--- config.mk ---
export PLATFORM = sky130hd
export DESIGN_NAME = pcr_top
export DESIGN_NICKNAME = d
export VERILOG_FILES = /design/src/rtl/pcr_pkg.sv /design/src/rtl/pcr_top.sv
export SDC_FILE = /design/constraint.sdc
export NUM_CORES = 1
export LEC_CHECK = 0
export ABC_AREA = 1
export ABC_CLOCK_PERIOD_IN_PS = 6500
export BUFFER_PORTS_ARGS = -buffer_cell sky130_fd_sc_hd__buf_2
export CAP_MARGIN = 5
export CELL_PAD_IN_SITES_DETAIL_PLACEMENT = 2
export CELL_PAD_IN_SITES_GLOBAL_PLACEMENT = 2
export CORE_UTILIZATION = 35
export DETAILED_ROUTE_END_ITERATION = 10
export GPL_ROUTABILITY_DRIVEN = 0
export GPL_TIMING_DRIVEN = 0
export PLACE_DENSITY_LB_ADDON = 0.1
export SLEW_MARGIN = 20
export SYNTH_ARGS = -nofsm -noshare
export SYNTH_HDL_FRONTEND = slang
export SYNTH_SLANG_ARGS = --single-unit
export TNS_END_PERCENT = 100
--- constraint.sdc ---
create_clock -name clk -period 6.5 [get_ports clk]
set_input_delay 0.975 -clock clk [delete_from_list [all_inputs] [get_ports clk]]
set_output_delay 0.975 -clock clk [all_outputs]
set_load 0.01 [all_outputs]
--- src/rtl/pcr_pkg.sv ---
// constants and carrier types for the pin change and remap block
package pcr_pkg;

    // port and remap geometry
    localparam int PORT_W         = 16;
    localparam int NPI            = 8;
    localparam int OSEL_W         = 5;
    localparam int ISEL_W         = 6;
    localparam int RP_IO_MAX      = 29;
    localparam int RP_IN_MAX      = 4;
    localparam int RP_IN_BASE     = 29;
    localparam int RP_TOTAL_MAX   = 33;
    localparam int REMAP_PINS_MAX = 44;
    localparam int PERIPH_OUT_N   = 25;
    localparam int AXI_AW         = 8;

    // register byte offsets
    localparam logic [7:0] OFS_CTRL     = 8'h00;
    localparam logic [7:0] OFS_UNLOCK   = 8'h04;
    localparam logic [7:0] OFS_RISE     = 8'h08;
    localparam logic [7:0] OFS_FALL     = 8'h0c;
    localparam logic [7:0] OFS_FLAG     = 8'h10;
    localparam logic [7:0] OFS_PULLUP   = 8'h14;
    localparam logic [7:0] OFS_PULLDN   = 8'h18;
    localparam logic [7:0] OFS_ANALOG   = 8'h1c;
    localparam logic [7:0] OFS_LATCH    = 8'h20;
    localparam logic [7:0] OFS_OUTDIS   = 8'h24;
    localparam logic [7:0] OFS_PORTIN   = 8'h28;
    localparam logic [7:0] OFS_STATUS   = 8'h2c;
    localparam logic [7:0] OFS_OMAP     = 8'h40;
    localparam logic [7:0] OFS_IMAP     = 8'h80;

    // field positions
    localparam int CTRL_ON_BIT   = 0;
    localparam int CTRL_LOCK_BIT = 1;
    localparam int STAT_SUM_BIT  = 0;

    // reset values and codes
    localparam logic [15:0] RST_ZERO16 = 16'h0000;
    localparam logic [15:0] RST_ANALOG = 16'hffff;
    localparam logic [15:0] RST_OUTDIS = 16'hffff;
    localparam logic [15:0] KEY_ARM    = 16'h0055;
    localparam logic [15:0] KEY_OPEN   = 16'h00aa;
    localparam logic [4:0]  OSEL_NONE  = 5'h00;
    localparam logic [5:0]  ISEL_NONE  = 6'h3f;
    localparam logic [1:0]  RESP_OKAY  = 2'h0;
    localparam logic [1:0]  RESP_SLVERR = 2'h2;

    // axi4-lite request from master
    typedef struct packed {
        logic              awvalid;
        logic [AXI_AW-1:0] awaddr;
        logic              wvalid;
        logic [31:0]       wdata;
        logic [3:0]        wstrb;
        logic              bready;
        logic              arvalid;
        logic [AXI_AW-1:0] araddr;
        logic              rready;
    } pcr_axi_req_s;

    // axi4-lite response to master
    typedef struct packed {
        logic        awready;
        logic        wready;
        logic        bvalid;
        logic [1:0]  bresp;
        logic        arready;
        logic        rvalid;
        logic [31:0] rdata;
        logic [1:0]  rresp;
    } pcr_axi_rsp_s;

endpackage : pcr_pkg

--- src/rtl/pcr_top.sv ---
// pin change detection, pad ownership and peripheral remap with axi4-lite
//
// Our own choices: the AXI4-Lite slave port and the placing of the registers.
`timescale 1ns/1ns

// What this block does
// - falling enable catches negative edges, sets flag
// - both enables give both edges; none off
// - flag set on enabled rising or falling edge
// - flags read zero until edge; reset zero
// - software writes only clear change flags
// - per pin pull-up enable, reset off
// - per pin pull-down enable, reset off
// - remap covers a fixed pin subset only
// - input-only remap pins never take remap outputs
// - codes 0-11 io, 29-32 input only
// - remapped peripheral unconnected until software assigns
// - fixed functions never pass through remap
// - fixed peripheral always owns its pin
// - remap output beats parallel port, port io
// - fixed output beats remap output
// - remap inputs never steer output buffers
// - remap input dead while pin analog
// - lock guards mapping against stray writes
// - port summary flag follows any change flag
// - analog select disables digital input path
module pcr_top
    import pcr_pkg::*;
#(
    parameter int NRPIO = 12,
    parameter int NRPI  = 4
)(
    // clock and reset
    input  wire logic                      clk,
    input  wire logic                      rst_n,
    // register bus
    input  wire pcr_axi_req_s              axi_req,
    output pcr_axi_rsp_s                   axi_rsp,
    // pads
    input  wire logic [PORT_W-1:0]         pad_in,
    output logic      [PORT_W-1:0]         pad_out,
    output logic      [PORT_W-1:0]         pad_oe,
    output logic      [PORT_W-1:0]         pad_pull_up,
    output logic      [PORT_W-1:0]         pad_pull_down,
    output logic      [PORT_W-1:0]         pad_analog_en,
    // fixed peripherals and parallel master port
    input  wire logic [PORT_W-1:0]         fixed_oe,
    input  wire logic [PORT_W-1:0]         fixed_out,
    input  wire logic [PORT_W-1:0]         pmp_oe,
    input  wire logic [PORT_W-1:0]         pmp_out,
    // remappable peripheral signals
    input  wire logic [PERIPH_OUT_N-1:0]   periph_out,
    output logic      [NPI-1:0]            periph_in,
    // change summary to the interrupt controller
    output logic                           change_summary
);

    // whole state of the block
    typedef struct packed {
        logic                          on;
        logic                          lock;
        logic                          armed;
        logic [PORT_W-1:0]             rise;
        logic [PORT_W-1:0]             fall;
        logic [PORT_W-1:0]             flag;
        logic [PORT_W-1:0]             pu;
        logic [PORT_W-1:0]             pd;
        logic [PORT_W-1:0]             ansel;
        logic [PORT_W-1:0]             lat;
        logic [PORT_W-1:0]             tris;
        logic [PORT_W-1:0]             sync1;
        logic [PORT_W-1:0]             sync2;
        logic [PORT_W-1:0]             dig;
        logic                          summary;
        logic [PORT_W-1:0][OSEL_W-1:0] omap;
        logic [NPI-1:0][ISEL_W-1:0]    imap;
        logic [PORT_W-1:0]             pout;
        logic [PORT_W-1:0]             poe;
        logic [NPI-1:0]                pin_sel;
        pcr_axi_rsp_s                  rsp;
    } pcr_state_s;

    pcr_state_s st_reg;
    pcr_state_s st_next;

    // byte-lane merge of a 16-bit register
    function automatic logic [15:0] wmerge(
        input logic [15:0] old,
        input logic [31:0] d,
        input logic [3:0]  strb
    );
        wmerge = {strb[1] ? d[15:8] : old[15:8], strb[0] ? d[7:0] : old[7:0]};
    endfunction : wmerge

    // remap pin code to port pin, msb marks a valid pin
    function automatic logic [4:0] rp_to_pin(input logic [ISEL_W-1:0] code);
        logic [ISEL_W-1:0] off;
        off = code - ISEL_W'(RP_IN_BASE);
        if (code < ISEL_W'(NRPIO))
            return {1'b1, code[3:0]};
        if (code >= ISEL_W'(RP_IN_BASE) && off < ISEL_W'(NRPI))
            return {1'b1, 4'(NRPIO) + off[3:0]};
        return 5'h00;
    endfunction : rp_to_pin

    // register read decode
    function automatic logic [32:0] reg_read(
        input pcr_state_s    s,
        input logic [7:0]    a
    );
        logic [31:0] d;
        logic        ok;
        d  = 32'h0000_0000;
        ok = 1'b1;
        case (a)
            OFS_CTRL:
            begin
                d[CTRL_ON_BIT]   = s.on;
                d[CTRL_LOCK_BIT] = s.lock;
            end
            OFS_UNLOCK: d = 32'h0000_0000;
            OFS_RISE:   d[15:0] = s.rise;
            OFS_FALL:   d[15:0] = s.fall;
            OFS_FLAG:   d[15:0] = s.flag;
            OFS_PULLUP: d[15:0] = s.pu;
            OFS_PULLDN: d[15:0] = s.pd;
            OFS_ANALOG: d[15:0] = s.ansel;
            OFS_LATCH:  d[15:0] = s.lat;
            OFS_OUTDIS: d[15:0] = s.tris;
            OFS_PORTIN: d[15:0] = s.dig;
            OFS_STATUS: d[STAT_SUM_BIT] = s.summary;
            default:
            begin
                if (a >= OFS_OMAP && a < OFS_OMAP + 8'(4 * PORT_W))
                    d[OSEL_W-1:0] = s.omap[a[5:2]];
                else if (a >= OFS_IMAP && a < OFS_IMAP + 8'(4 * NPI))
                    d[ISEL_W-1:0] = s.imap[a[4:2]];
                else
                    ok = 1'b0;
            end
        endcase
        return {ok, d};
    endfunction : reg_read

    // next-state logic
    always_comb
    begin
        logic [PORT_W-1:0] events;
        logic [PORT_W-1:0] dnew;
        logic [PORT_W-1:0] clr_mask;
        logic              wr_go;
        logic              wr_ok;
        logic [7:0]        wa;
        logic [15:0]       wd16;
        logic [32:0]       rd;
        logic [4:0]        pin;
        events   = '0;
        dnew     = '0;
        clr_mask = '1;
        wr_go    = 1'b0;
        wr_ok    = 1'b1;
        wa       = 8'h00;
        wd16     = 16'h0000;
        rd       = 33'h0;
        pin      = 5'h00;
        st_next  = st_reg;

        // two-flop pad synchroniser
        // the first flop may go metastable, so only sync2 feeds logic
        st_next.sync1 = pad_in;
        st_next.sync2 = st_reg.sync1;
        dnew        = st_reg.sync2 & ~st_reg.ansel;
        st_next.dig = dnew;

        // each edge has its own enable
        // enable changes while on may glitch
        // a pin turned digital can show an edge, as dig starts from zero
        if (st_reg.on)
            events = (dnew & ~st_reg.dig & st_reg.rise)
                   | (~dnew & st_reg.dig & st_reg.fall);

        // axi write: take address and data together
        // waiting for both valids keeps address and data in step
        st_next.rsp.awready = 1'b0;
        st_next.rsp.wready  = 1'b0;
        if (axi_req.awvalid && axi_req.wvalid && !st_reg.rsp.bvalid
            && !st_reg.rsp.awready)
        begin
            st_next.rsp.awready = 1'b1;
            st_next.rsp.wready  = 1'b1;
        end
        wr_go = st_reg.rsp.awready && axi_req.awvalid && axi_req.wvalid;
        wa    = {axi_req.awaddr[7:2], 2'b00};
        wd16  = axi_req.wdata[15:0];
        if (st_reg.rsp.bvalid && axi_req.bready)
            st_next.rsp.bvalid = 1'b0;

        if (wr_go)
        begin
            case (wa)
                OFS_CTRL:
                begin
                    if (axi_req.wstrb[0])
                    begin
                        st_next.on = axi_req.wdata[CTRL_ON_BIT];
                        if (axi_req.wdata[CTRL_LOCK_BIT])
                            st_next.lock = 1'b1;
                    end
                end
                OFS_UNLOCK:
                begin
                    st_next.armed = (wd16 == KEY_ARM);
                    if (st_reg.armed && wd16 == KEY_OPEN)
                        st_next.lock = 1'b0;
                end
                OFS_RISE:
                    st_next.rise = wmerge(st_reg.rise, axi_req.wdata, axi_req.wstrb);
                OFS_FALL:
                    st_next.fall = wmerge(st_reg.fall, axi_req.wdata, axi_req.wstrb);
                OFS_FLAG:
                    clr_mask = wmerge(st_reg.flag, axi_req.wdata, axi_req.wstrb);
                OFS_PULLUP:
                    st_next.pu = wmerge(st_reg.pu, axi_req.wdata, axi_req.wstrb);
                OFS_PULLDN:
                    st_next.pd = wmerge(st_reg.pd, axi_req.wdata, axi_req.wstrb);
                OFS_ANALOG:
                    st_next.ansel = wmerge(st_reg.ansel, axi_req.wdata, axi_req.wstrb);
                OFS_LATCH:
                    st_next.lat = wmerge(st_reg.lat, axi_req.wdata, axi_req.wstrb);
                OFS_OUTDIS:
                    st_next.tris = wmerge(st_reg.tris, axi_req.wdata, axi_req.wstrb);
                OFS_PORTIN, OFS_STATUS: wr_ok = 1'b1;
                default:
                begin
                    if (wa >= OFS_OMAP && wa < OFS_OMAP + 8'(4 * PORT_W))
                    begin
                        if (!st_reg.lock && axi_req.wstrb[0])
                            st_next.omap[wa[5:2]] = axi_req.wdata[OSEL_W-1:0];
                    end
                    else if (wa >= OFS_IMAP && wa < OFS_IMAP + 8'(4 * NPI))
                    begin
                        if (!st_reg.lock && axi_req.wstrb[0])
                            st_next.imap[wa[4:2]] = axi_req.wdata[ISEL_W-1:0];
                    end
                    else
                        wr_ok = 1'b0;
                end
            endcase
            if (wa != OFS_UNLOCK)
                st_next.armed = 1'b0;
            st_next.rsp.bvalid = 1'b1;
            st_next.rsp.bresp  = wr_ok ? RESP_OKAY : RESP_SLVERR;
        end

        // software clear, new edge wins over clear
        // letting the clear win would silently lose an edge
        st_next.flag    = (st_reg.flag & clr_mask) | events;
        st_next.summary = |st_next.flag;

        // axi read: one outstanding, answer next cycle
        // read data come from the state before this edge's write
        st_next.rsp.arready = 1'b0;
        if (axi_req.arvalid && !st_reg.rsp.rvalid && !st_reg.rsp.arready)
            st_next.rsp.arready = 1'b1;
        if (st_reg.rsp.rvalid && axi_req.rready)
            st_next.rsp.rvalid = 1'b0;
        if (st_reg.rsp.arready && axi_req.arvalid)
        begin
            rd = reg_read(st_reg, {axi_req.araddr[7:2], 2'b00});
            st_next.rsp.rvalid = 1'b1;
            st_next.rsp.rdata  = rd[31:0];
            st_next.rsp.rresp  = rd[32] ? RESP_OKAY : RESP_SLVERR;
        end

        // pad ownership per pin, highest priority first
        // an output code past PERIPH_OUT_N leaves the pin to the parallel port or port
        for (int p = 0; p < PORT_W; p++)
        begin
            if (fixed_oe[p])
            begin
                st_next.pout[p] = fixed_out[p];
                st_next.poe[p]  = 1'b1;
            end
            // remap output beats pmp and port
            else if (p < NRPIO && st_reg.omap[p] != OSEL_NONE
                     && st_reg.omap[p] <= OSEL_W'(PERIPH_OUT_N))
            begin
                st_next.pout[p] = periph_out[st_reg.omap[p] - OSEL_W'(1)];
                st_next.poe[p]  = 1'b1;
            end
            else if (pmp_oe[p])
            begin
                st_next.pout[p] = pmp_out[p];
                st_next.poe[p]  = 1'b1;
            end
            else
            begin
                st_next.pout[p] = st_reg.lat[p];
                st_next.poe[p]  = ~st_reg.tris[p];
            end
        end

        // remapped peripheral inputs
        // codes naming no pin read zero rather than a stale level
        for (int k = 0; k < NPI; k++)
        begin
            pin = rp_to_pin(st_reg.imap[k]);
            // analog pin gives zero via dnew
            st_next.pin_sel[k] = pin[4] & dnew[pin[3:0]];
        end

        // synchronous reset to defined values
        // analog and output disable start set so every pad floats safely
        if (!rst_n)
        begin
            st_next         = '0;
            st_next.flag    = RST_ZERO16;
            st_next.rise    = RST_ZERO16;
            st_next.fall    = RST_ZERO16;
            st_next.pu      = RST_ZERO16;
            st_next.pd      = RST_ZERO16;
            st_next.lat     = RST_ZERO16;
            st_next.ansel   = RST_ANALOG;
            st_next.tris    = RST_OUTDIS;
            // no default pin for any input
            for (int k = 0; k < NPI; k++)
                st_next.imap[k] = ISEL_NONE;
            for (int p = 0; p < PORT_W; p++)
                st_next.omap[p] = OSEL_NONE;
        end
    end

    // single state register
    always_ff @(posedge clk)
    begin
        st_reg <= st_next;
    end

    // outputs straight from flops
    assign axi_rsp        = st_reg.rsp;
    assign pad_out        = st_reg.pout;
    assign pad_oe         = st_reg.poe;
    assign pad_pull_up    = st_reg.pu;
    assign pad_pull_down  = st_reg.pd;
    assign pad_analog_en  = st_reg.ansel;
    assign periph_in      = st_reg.pin_sel;
    assign change_summary = st_reg.summary;

endmodule : pcr_top

==> Flow_metrics.wiki, run 1 <==
{| class="wikitable"
! Metric !! Value
|-
| Outcome || completed
|-
| Filler Cell Count || 7747
|-
| Critical path's most frequent cell || sky130_fd_sc_hd__buf_2
|-
| Ordered list of cells on the worst path || buf_2 -> nand2_2 -> clkinv_1 -> nand3_1 -> buf_2 -> o221ai_1 -> nor4_1 -> a31oi_1
|-
| Number of DRC markers in iteration 0 || 2131
|-
| Cells on worst reg2reg path || 9
|-
| Hold_sp || st_reg[254]$_SDFF_PN0_
|-
| Core outline area || 63540 um^2
|-
| Post CTS Setup Buffer Count || 0
|-
| Final Util || 0.4182
|-
| Number of cells on the worst hold path || 2
|-
| Predominant post-synthesis flop cell || sky130_fd_sc_hd__dfxtp_1
|-
| Drt pass-1 iters || 5
|-
| Cells after Synth || 3373
|-
| PwrDens || 206.5 nW/um^2
|-
| Setup TNS || 0 ps
|-
| Multiplexer share of the synthesized area || 0.001490
|-
| Number of remaining DRC errors || 0
|-
| Register-to-register setup slack || 3640 ps
|-
| Global-route wire length before repair || 181800 um
|-
| Synth warnings || 0
|-
| Antenna violations before repair || 5
|-
| Slew at the pin closest to its max-slew limit || 1200 ps
|-
| Combinational family with the most area after synthesis || compound AO/OA/AOI/OAI gates
|-
| DP Wirelength || 93780 um
|-
| Area growth from synthesis to final layout || 17.19%
|-
| Clk Latency, worst-skew pair || 620 ps
|-
| Initial core utilization || 0.3569
|-
| Final critical-path share of the clock period || 0.5309
|-
| H-tree depth reported by CTS || 2
|-
| F_max || 289.8 MHz
|-
| Pin count of the biggest net entering global routing || 14
|-
| Number of setup violations in the final report || 0
|-
| Ys async rst share || 0
|-
| TritonCTS clock tree || built
|-
| Cts hold-fix bufs || 0
|-
| Data required time at the worst endpoint || 6940 ps
|-
| CTS buffer count || 45
|-
| Via Count || 27040
|-
| Critical Path Max Stage Delay || 830 ps
|-
| Total count of hold-check failures in the final report || 0
|-
| Clock edge transition at the registers on the reported setup and hold paths || 70 ps
|-
| Routed Antenna Nets || 0
|-
| Layout cells sized above 1 || 0.1511
|-
| Number of cell rows || 92
|-
| Static Leak || 11.90 nW
|-
| Overall Global Routing Usage || 0.3653
|-
| Flip-flop and latch count after synthesis || 370
|-
| Residual overflow from global routing || 0
|-
| Number of global-route vias before repair || 28650
|-
| Parity-gate share of the synthesized area counting xor and xnor cells || 0.01854
|-
| Relative slew slack || 0.1969
|-
| Detailed-route wire length || 123900 um
|-
| Startpoint class of the critical path || input port
|-
| Kind of cell with the highest combined delay on the critical path || simple AND/OR/NAND/NOR gates
|-
| Die boundary width || 256.5 um
|-
| Critical path peak fanout || 10
|-
| Wire length per cell || 27.14 um
|-
| Distinct cells, synth || 54
|-
| Max-capacitance violation count || 0
|-
| Final Max Tran Viols || 0
|-
| End of the worst register-to-register path || pad_out[10]$_SDFF_PN0_
|-
| Adder and majority gate portion of the synthesized area || 0.02262
|-
| Full die area || 65810 um^2
|-
| WP buf/inv || 3
|-
| Maximum ir drop on the vdd rail || 0.0001834 V
|-
| Class of the tightest hold or removal check || reg -> reg
|-
| Worst R2R Start || st_reg[179]$_SDFFE_PN0P_
|-
| CP Data Arrival Time || 3900 ps
|-
| Post-CTS resize count || 0
|-
| Worst path slowest cell || sky130_fd_sc_hd__nor4_1
|-
| Clock tree sinks || 370
|-
| Minimum period implied by the final worst setup slack || 3451 ps
|-
| Max reg flops || 259
|-
| I/O Buffers || 246
|-
| Share of synthesized area occupied by flip-flops and latches || 0.3267
|-
| Detailed-route vias per instance || 5.922
|-
| Clock root cell || sky130_fd_sc_hd__clkbuf_16
|-
| Hold path endpoint || st_reg[238]$_SDFF_PN0_
|-
| Synthesized-area fraction occupied by ao, oa, aoi and oai cells || 0.2659
|-
| Worst clock skew || 21.76 ps
|-
| Simple logic cell fraction of the synthesized area || 0.2253
|-
| # diodes || 0
|-
| Syn Std Cell Area || 22680 um^2
|-
| Nature of the critical path endpoint || flop
|-
| RSZ-0062 raised after global routing || no
|-
| Average size of a mapped cell || 6.723 um^2
|-
| Number of buffers on the longest clock path || 3
|-
| Post-layout nets || 3889
|-
| Count of flip-flops with a built-in enable after synthesis || 0
|-
| Count of boundary I/O pins || 294
|-
| Setup CP Type || in -> reg
|-
| Die Y-Extent || 256.5 um
|}
cell usage after synthesis (29+ instances only):
cell type	n	area [um^2]
sky130_fd_sc_hd__clkbuf_1	124	465.5
sky130_fd_sc_hd__a21oi_1	361	1807
sky130_fd_sc_hd__dfxtp_1	370	7407
sky130_fd_sc_hd__buf_4	134	1006
sky130_fd_sc_hd__ha_1	41	513.0
sky130_fd_sc_hd__o211ai_1	145	1089
sky130_fd_sc_hd__nand2_1	518	1944
sky130_fd_sc_hd__buf_2	35	175.2
sky130_fd_sc_hd__o22ai_1	52	325.3
sky130_fd_sc_hd__inv_1	369	1385
sky130_fd_sc_hd__nor2_1	211	792.0
sky130_fd_sc_hd__nand3_1	297	1486
sky130_fd_sc_hd__o21ai_0	410	2052
sky130_fd_sc_hd__xor2_1	29	254.0
report_power, final:
part,leakage [nW],internal [mW],total (mW),switching [mW]
logic,8.15,0.126,0.468,0.343
registers,3.00,2.29,2.30,0.0113
clock network,0.747,1.55,2.71,1.17
worst max path at each step:
stage,to,start,cells after the start,slack (ps)
after floorplan,st_reg[89]$_SDFFE_PN1P_,axi_req[53],12,4080
after global placement,axi_rsp[7]$_SDFFE_PN0P_,axi_req[4],8,2710
after detailed placement,axi_rsp[7]$_SDFFE_PN0P_,axi_req[3],8,2620
after CTS,axi_rsp[7]$_SDFFE_PN0P_,axi_req[3],8,3260
after global routing,axi_rsp[7]$_SDFFE_PN0P_,axi_req[3],8,3040
final,axi_rsp[7]$_SDFFE_PN0P_,axi_req[3],8,3050
worst register-to-register path, stage by stage, from the launching register on:
cell and delay (ps):
sky130_fd_sc_hd__dfxtp_1 480, sky130_fd_sc_hd__inv_1 250, sky130_fd_sc_hd__ha_1 450, sky130_fd_sc_hd__buf_1 400, sky130_fd_sc_hd__o211ai_1 180, sky130_fd_sc_hd__nand3_1 120
sky130_fd_sc_hd__o211ai_1 90, sky130_fd_sc_hd__o311ai_0 130, sky130_fd_sc_hd__nand3_1 430, sky130_fd_sc_hd__a21oi_1 260
cell type report:
class / instances / area (um^2) / share of cell area
timing repair buffer: 247 / 1239 / 0.04661
tap: 846 / 1059 / 0.03983
clock buffer: 60 / 1272 / 0.04789
clock inverter: 22 / 256.5 / 0.009653
sequential: 370 / 7407 / 0.2787
inverter: 390 / 1466 / 0.05518
buffer: 301 / 1693 / 0.06371
multi-input combinational: 2329 / 12180 / 0.4584
cells by family after synthesis:
group,count (synthesis)
fa+ha+maj,41
flops,370
buf+inv,691
mux,3
simple gates,1153
xor+xnor,48
compound gates,1066
other cells,1
per-stage QoR:
step           hold WS (ps)  std cells  instance area, um^2  power, mW  setup slack (ps)
2_1_floorplan         390.5       3390                22740      2.563              4083
3_3_place_gp          398.6       4482                25030      2.788              2713
3_5_place_dp          404.1       4483                25040      2.804              2617
4_1_cts               435.2       4565                26570      5.471              3256
5_1_grt               450.9       4565                26570      5.594              3039
6_report              433.1       4565                26570      5.486              3049
per-layer routing:
layer  GRT usage  routed length [um]  share of wire
met1      0.4446               50010           0.40
met2      0.6194               58940           0.48
met3     0.06000                8379          0.068
met4      0.1845                6556          0.053
met5           0                  22        0.00018
layout by cell type, fill, tap and decap left out, types with 13 or more instances in the layout:
cell type,netlist,routed
sky130_fd_sc_hd__a211oi_1,15,15
sky130_fd_sc_hd__a21oi_1,361,361
sky130_fd_sc_hd__a22oi_1,25,25
sky130_fd_sc_hd__buf_2,35,281
sky130_fd_sc_hd__buf_4,134,135
sky130_fd_sc_hd__clkbuf_1,124,129
sky130_fd_sc_hd__clkbuf_16,0,45
sky130_fd_sc_hd__conb_1,1,18
sky130_fd_sc_hd__dfxtp_1,370,370
sky130_fd_sc_hd__ha_1,41,41
sky130_fd_sc_hd__inv_1,369,369
sky130_fd_sc_hd__nand2_1,518,518
sky130_fd_sc_hd__nand3_1,297,297
sky130_fd_sc_hd__nand3b_1,20,20
sky130_fd_sc_hd__nand4_1,22,22
sky130_fd_sc_hd__nor2_1,211,211
sky130_fd_sc_hd__nor2_2,19,19
sky130_fd_sc_hd__nor3_1,27,27
sky130_fd_sc_hd__o211ai_1,145,145
sky130_fd_sc_hd__o21ai_0,410,409
sky130_fd_sc_hd__o22ai_1,52,51
sky130_fd_sc_hd__o31ai_1,13,13
sky130_fd_sc_hd__xnor2_1,19,19
sky130_fd_sc_hd__xor2_1,29,29
Power figures use the tool's default switching activity.
==> run 2: changes to the inputs <==
--- a/config.mk
+++ b/config.mk
@@ -6,12 +6,12 @@
 export NUM_CORES = 1
 export LEC_CHECK = 0
 export ABC_AREA = 1
-export ABC_CLOCK_PERIOD_IN_PS = 6500
+export ABC_CLOCK_PERIOD_IN_PS = 3600
 export BUFFER_PORTS_ARGS = -buffer_cell sky130_fd_sc_hd__buf_2
 export CAP_MARGIN = 5
 export CELL_PAD_IN_SITES_DETAIL_PLACEMENT = 2
 export CELL_PAD_IN_SITES_GLOBAL_PLACEMENT = 2
-export CORE_UTILIZATION = 35
+export CORE_UTILIZATION = 32
 export DETAILED_ROUTE_END_ITERATION = 10
 export GPL_ROUTABILITY_DRIVEN = 0
 export GPL_TIMING_DRIVEN = 0
==> constraint.sdc (replaced) <==
create_clock -name clk -period 3.6 [get_ports clk]
set_input_delay 0.54 -clock clk [delete_from_list [all_inputs] [get_ports clk]]
set_output_delay 0.54 -clock clk [all_outputs]
set_load 0.01 [all_outputs]
==> Flow_metrics.wiki, run 2 (same netlist as run 1, synthesis figures left out) <==
{| class="wikitable"
! Metric !! Value
|-
| Via Count || 26390 (was 27040)
|-
| Number of global-route vias before repair || 27780 (was 28650)
|-
| Area growth from synthesis to final layout || 18.30% (was 17.19%)
|-
| CP Data Arrival Time || 3440 ps (was 3900 ps)
|-
| Clock tree sinks || 370 (unchanged)
|-
| Overall Global Routing Usage || 0.3367 (was 0.3653)
|-
| Detailed-route wire length || 123700 um (was 123900 um)
|-
| Nature of the critical path endpoint || flop (unchanged)
|-
| End of the worst register-to-register path || pad_out[11]$_SDFF_PN0_ (was pad_out[10]$_SDFF_PN0_)
|-
| Layout cells sized above 1 || 0.1502 (was 0.1511)
|-
| Full die area || 71930 um^2 (was 65810 um^2)
|-
| Clk Latency, worst-skew pair || 630 ps (was 620 ps)
|-
| Core outline area || 70030 um^2 (was 63540 um^2)
|-
| Wire length per cell || 26.50 um (was 27.14 um)
|-
| Hold path endpoint || st_reg[252]$_SDFF_PN0_ (was st_reg[238]$_SDFF_PN0_)
|-
| Residual overflow from global routing || 0 (unchanged)
|-
| Clock root cell || sky130_fd_sc_hd__clkbuf_16 (unchanged)
|-
| RSZ-0062 raised after global routing || no (unchanged)
|-
| Placed Cells || 4576 (was 4483)
|-
| Total count of hold-check failures in the final report || 0 (unchanged)
|-
| Relative slew slack || 0.09680 (was 0.1969)
|-
| Die Y-Extent || 268.2 um (was 256.5 um)
|-
| Detailed-route vias per instance || 5.653 (was 5.922)
|-
| Die boundary width || 268.2 um (was 256.5 um)
|-
| Critical Path Max Stage Delay || 800 ps (was 830 ps)
|-
| Minimum period implied by the final worst setup slack || 3008 ps
|-
| Final Max Tran Viols || 0 (unchanged)
|-
| Initial core utilization || 0.3238 (was 0.3569)
|-
| Number of cell rows || 97 (was 92)
|-
| Count of boundary I/O pins || 294 (unchanged)
|-
| Commonest non-fill, non-tap cell in the layout || sky130_fd_sc_hd__nand2_1 (unchanged)
|-
| Cts hold-fix bufs || 0 (unchanged)
|-
| Top library cells by usage in the layout, fill and taps aside || sky130_fd_sc_hd__nand2_1, sky130_fd_sc_hd__o21ai_0, sky130_fd_sc_hd__dfxtp_1 (unchanged)
|-
| Post CTS Setup Buffer Count || 0 (unchanged)
|-
| Final critical-path share of the clock period || 0.8354
|-
| Data required time at the worst endpoint || 4030 ps (was 6940 ps)
|-
| TritonCTS clock tree || built (unchanged)
|-
| Post-layout nets || 3889 (unchanged)
|-
| Worst path slowest cell || sky130_fd_sc_hd__nor4_1 (unchanged)
|-
| DP Wirelength || 95200 um (was 93780 um)
|-
| I/O Buffers || 246 (unchanged)
|-
| Setup CP Type || in -> reg (unchanged)
|-
| Post-layout worst setup margin || 592.5 ps (was 3049 ps)
|-
| Maximum ir drop on the vdd rail || 0.0003241 V (was 0.0001834 V)
|-
| Max-capacitance violation count || 0 (unchanged)
|-
| H-tree depth reported by CTS || 2 (unchanged)
|-
| Setup slack at placement || 117.8 ps (was 2617 ps)
|-
| Number of setup violations in the final report || 0 (unchanged)
|-
| Number of buffers on the longest clock path || 3 (unchanged)
|-
| Worst clock skew || 38.77 ps (was 21.76 ps)
|-
| Antenna violations before repair || 5 (unchanged)
|-
| Ordered list of cells on the worst path || buf_2 -> nand2_2 -> clkinv_1 -> nand3_1 -> buf_2 -> o211ai_1 -> nor4_1 -> a41oi_1 (was buf_2 -> nand2_2 -> clkinv_1 -> nand3_1 -> buf_2 -> o221ai_1 -> nor4_1 -> a31oi_1)
|-
| Post-CTS resize count || 0 (unchanged)
|-
| Clock edge transition at the registers on the reported setup and hold paths || 60 ps (was 70 ps)
|-
| Outcome || completed (unchanged)
|-
| PwrDens || 379.2 nW/um^2 (was 206.5 nW/um^2)
|-
| Critical path peak fanout || 10 (unchanged)
|-
| Layout Cells excl Fill || 4668 (was 4565)
|-
| Register-to-register setup slack || 700 ps (was 3640 ps)
|-
| Global-route wire length before repair || 179100 um (was 181800 um)
|-
| Kind of cell with the highest combined delay on the critical path || simple AND/OR/NAND/NOR gates (unchanged)
|-
| Number of cells on the worst hold path || 3 (was 2)
|-
| WP buf/inv || 3 (unchanged)
|-
| F_max || 332.5 MHz
|-
| Static Leak || 11.95 nW (was 11.90 nW)
|-
| Worst R2R Start || st_reg[184]$_SDFFE_PN0P_ (was st_reg[179]$_SDFFE_PN0P_)
|-
| Critical path's most frequent cell || sky130_fd_sc_hd__buf_2 (unchanged)
|-
| Startpoint class of the critical path || input port (unchanged)
|-
| Setup TNS || 0 ps (unchanged)
|-
| CTS buffer count || 46 (was 45)
|-
| Number of remaining DRC errors || 0 (unchanged)
|-
| Number of DRC markers in iteration 0 || 1686 (was 2131)
|-
| Routed Antenna Nets || 0 (unchanged)
|-
| Drt pass-1 iters || 6 (was 5)
|-
| Cells on worst reg2reg path || 10 (was 9)
|-
| Max reg flops || 259 (unchanged)
|-
| Pin count of the biggest net entering global routing || 14 (unchanged)
|-
| Hold_sp || pad_in[10] (was st_reg[254]$_SDFF_PN0_)
|-
| Slew at the pin closest to its max-slew limit || 1355 ps (was 1200 ps)
|-
| Class of the tightest hold or removal check || in -> reg (was reg -> reg)
|}
==> run 2: cell types whose count changed in the layout (fill, tap and decap cells not counted), moves of 2 or more <==
cell	change
sky130_fd_sc_hd__clkinvlp_4	-4
sky130_fd_sc_hd__bufinv_16	+3
sky130_fd_sc_hd__clkinv_2	-4
sky130_fd_sc_hd__clkbuf_16	+2
sky130_fd_sc_hd__clkbuf_1	+6
sky130_fd_sc_hd__diode_2	+7
==> run 2: per-stage QoR <==
| step | hold WS (ps) | util | power, mW | cell area [um^2] |
|---|---|---|---|---|
| floorplan | 390.5 | - | 4.628 | 22740 |
| global placement | 400.2 | 0.3591 | 5.051 | 25150 |
| detailed placement | 403.0 | 0.3591 | 5.072 | 25150 |
| CTS | 87.02 | 0.3827 | 10.19 | 26800 |
| global route | 112.8 | 0.3829 | 10.40 | 26810 |
| finish | 104.7 | 0.3831 | 10.17 | 26830 |
==> run 2: worst reg2reg max path, cell delays in order, from the launching register on <==
cell	delay, ps
sky130_fd_sc_hd__dfxtp_1	340
sky130_fd_sc_hd__clkbuf_1	290
sky130_fd_sc_hd__inv_1	190
sky130_fd_sc_hd__ha_1	410
sky130_fd_sc_hd__buf_1	380
sky130_fd_sc_hd__o211ai_1	200
sky130_fd_sc_hd__nand3_1	150
sky130_fd_sc_hd__nand3_1	100
sky130_fd_sc_hd__a21oi_1	170
sky130_fd_sc_hd__nand2_1	150
sky130_fd_sc_hd__a21oi_1	380
==> run 2: cell type report <==
type | instances | area (um^2)
diodes | 7 | 17.52
flip-flops and latches | 370 | 7407
well taps | 940 | 1176
plain buffers | 301 | 1693
repair buffers | 246 | 1231
clock buffers | 68 | 1345
clock inverters | 17 | 306.5
multi-input cells | 2329 | 12180
fillers | 8522 | 43200
inverters | 390 | 1466
==> run 2: worst max path at each step <==
stage	from	end	slack, ps	cells past startpoint
floorplan	st_reg[81]$_SDFFE_PN1P_	periph_in[0]$_SDFF_PN0_	1500	15
global placement	axi_req[3]	axi_rsp[2]$_SDFFE_PN0P_	200	8
detailed placement	axi_req[4]	axi_rsp[2]$_SDFFE_PN0P_	120	8
CTS	st_reg[184]$_SDFFE_PN0P_	pad_out[11]$_SDFF_PN0_	700	10
global route	st_reg[184]$_SDFFE_PN0P_	pad_out[11]$_SDFF_PN0_	460	10
finish	axi_req[4]	axi_rsp[2]$_SDFFE_PN0P_	590	8
==> run 2: layer usage <==
metal	global-route usage	up-vias	wire length, um
met5	0	-	0
met4	0.1586	0	5868
met3	0.04664	259	6410
met1	0.4095	13350	51140
met2	0.5834	781	60280
li1	-	12000	-
==> run 2: where the power goes <==
| group | internal, mW | switching [mW] | leakage [nW] | total [mW] |
|---|---|---|---|---|
| logic | 0.227 | 0.616 | 8.15 | 0.843 |
| clock network | 3.11 | 2.06 | 0.806 | 5.17 |
| registers | 4.14 | 0.0197 | 3.00 | 4.16 |
| total | 7.48 | 2.70 | 12.0 | 10.2 |
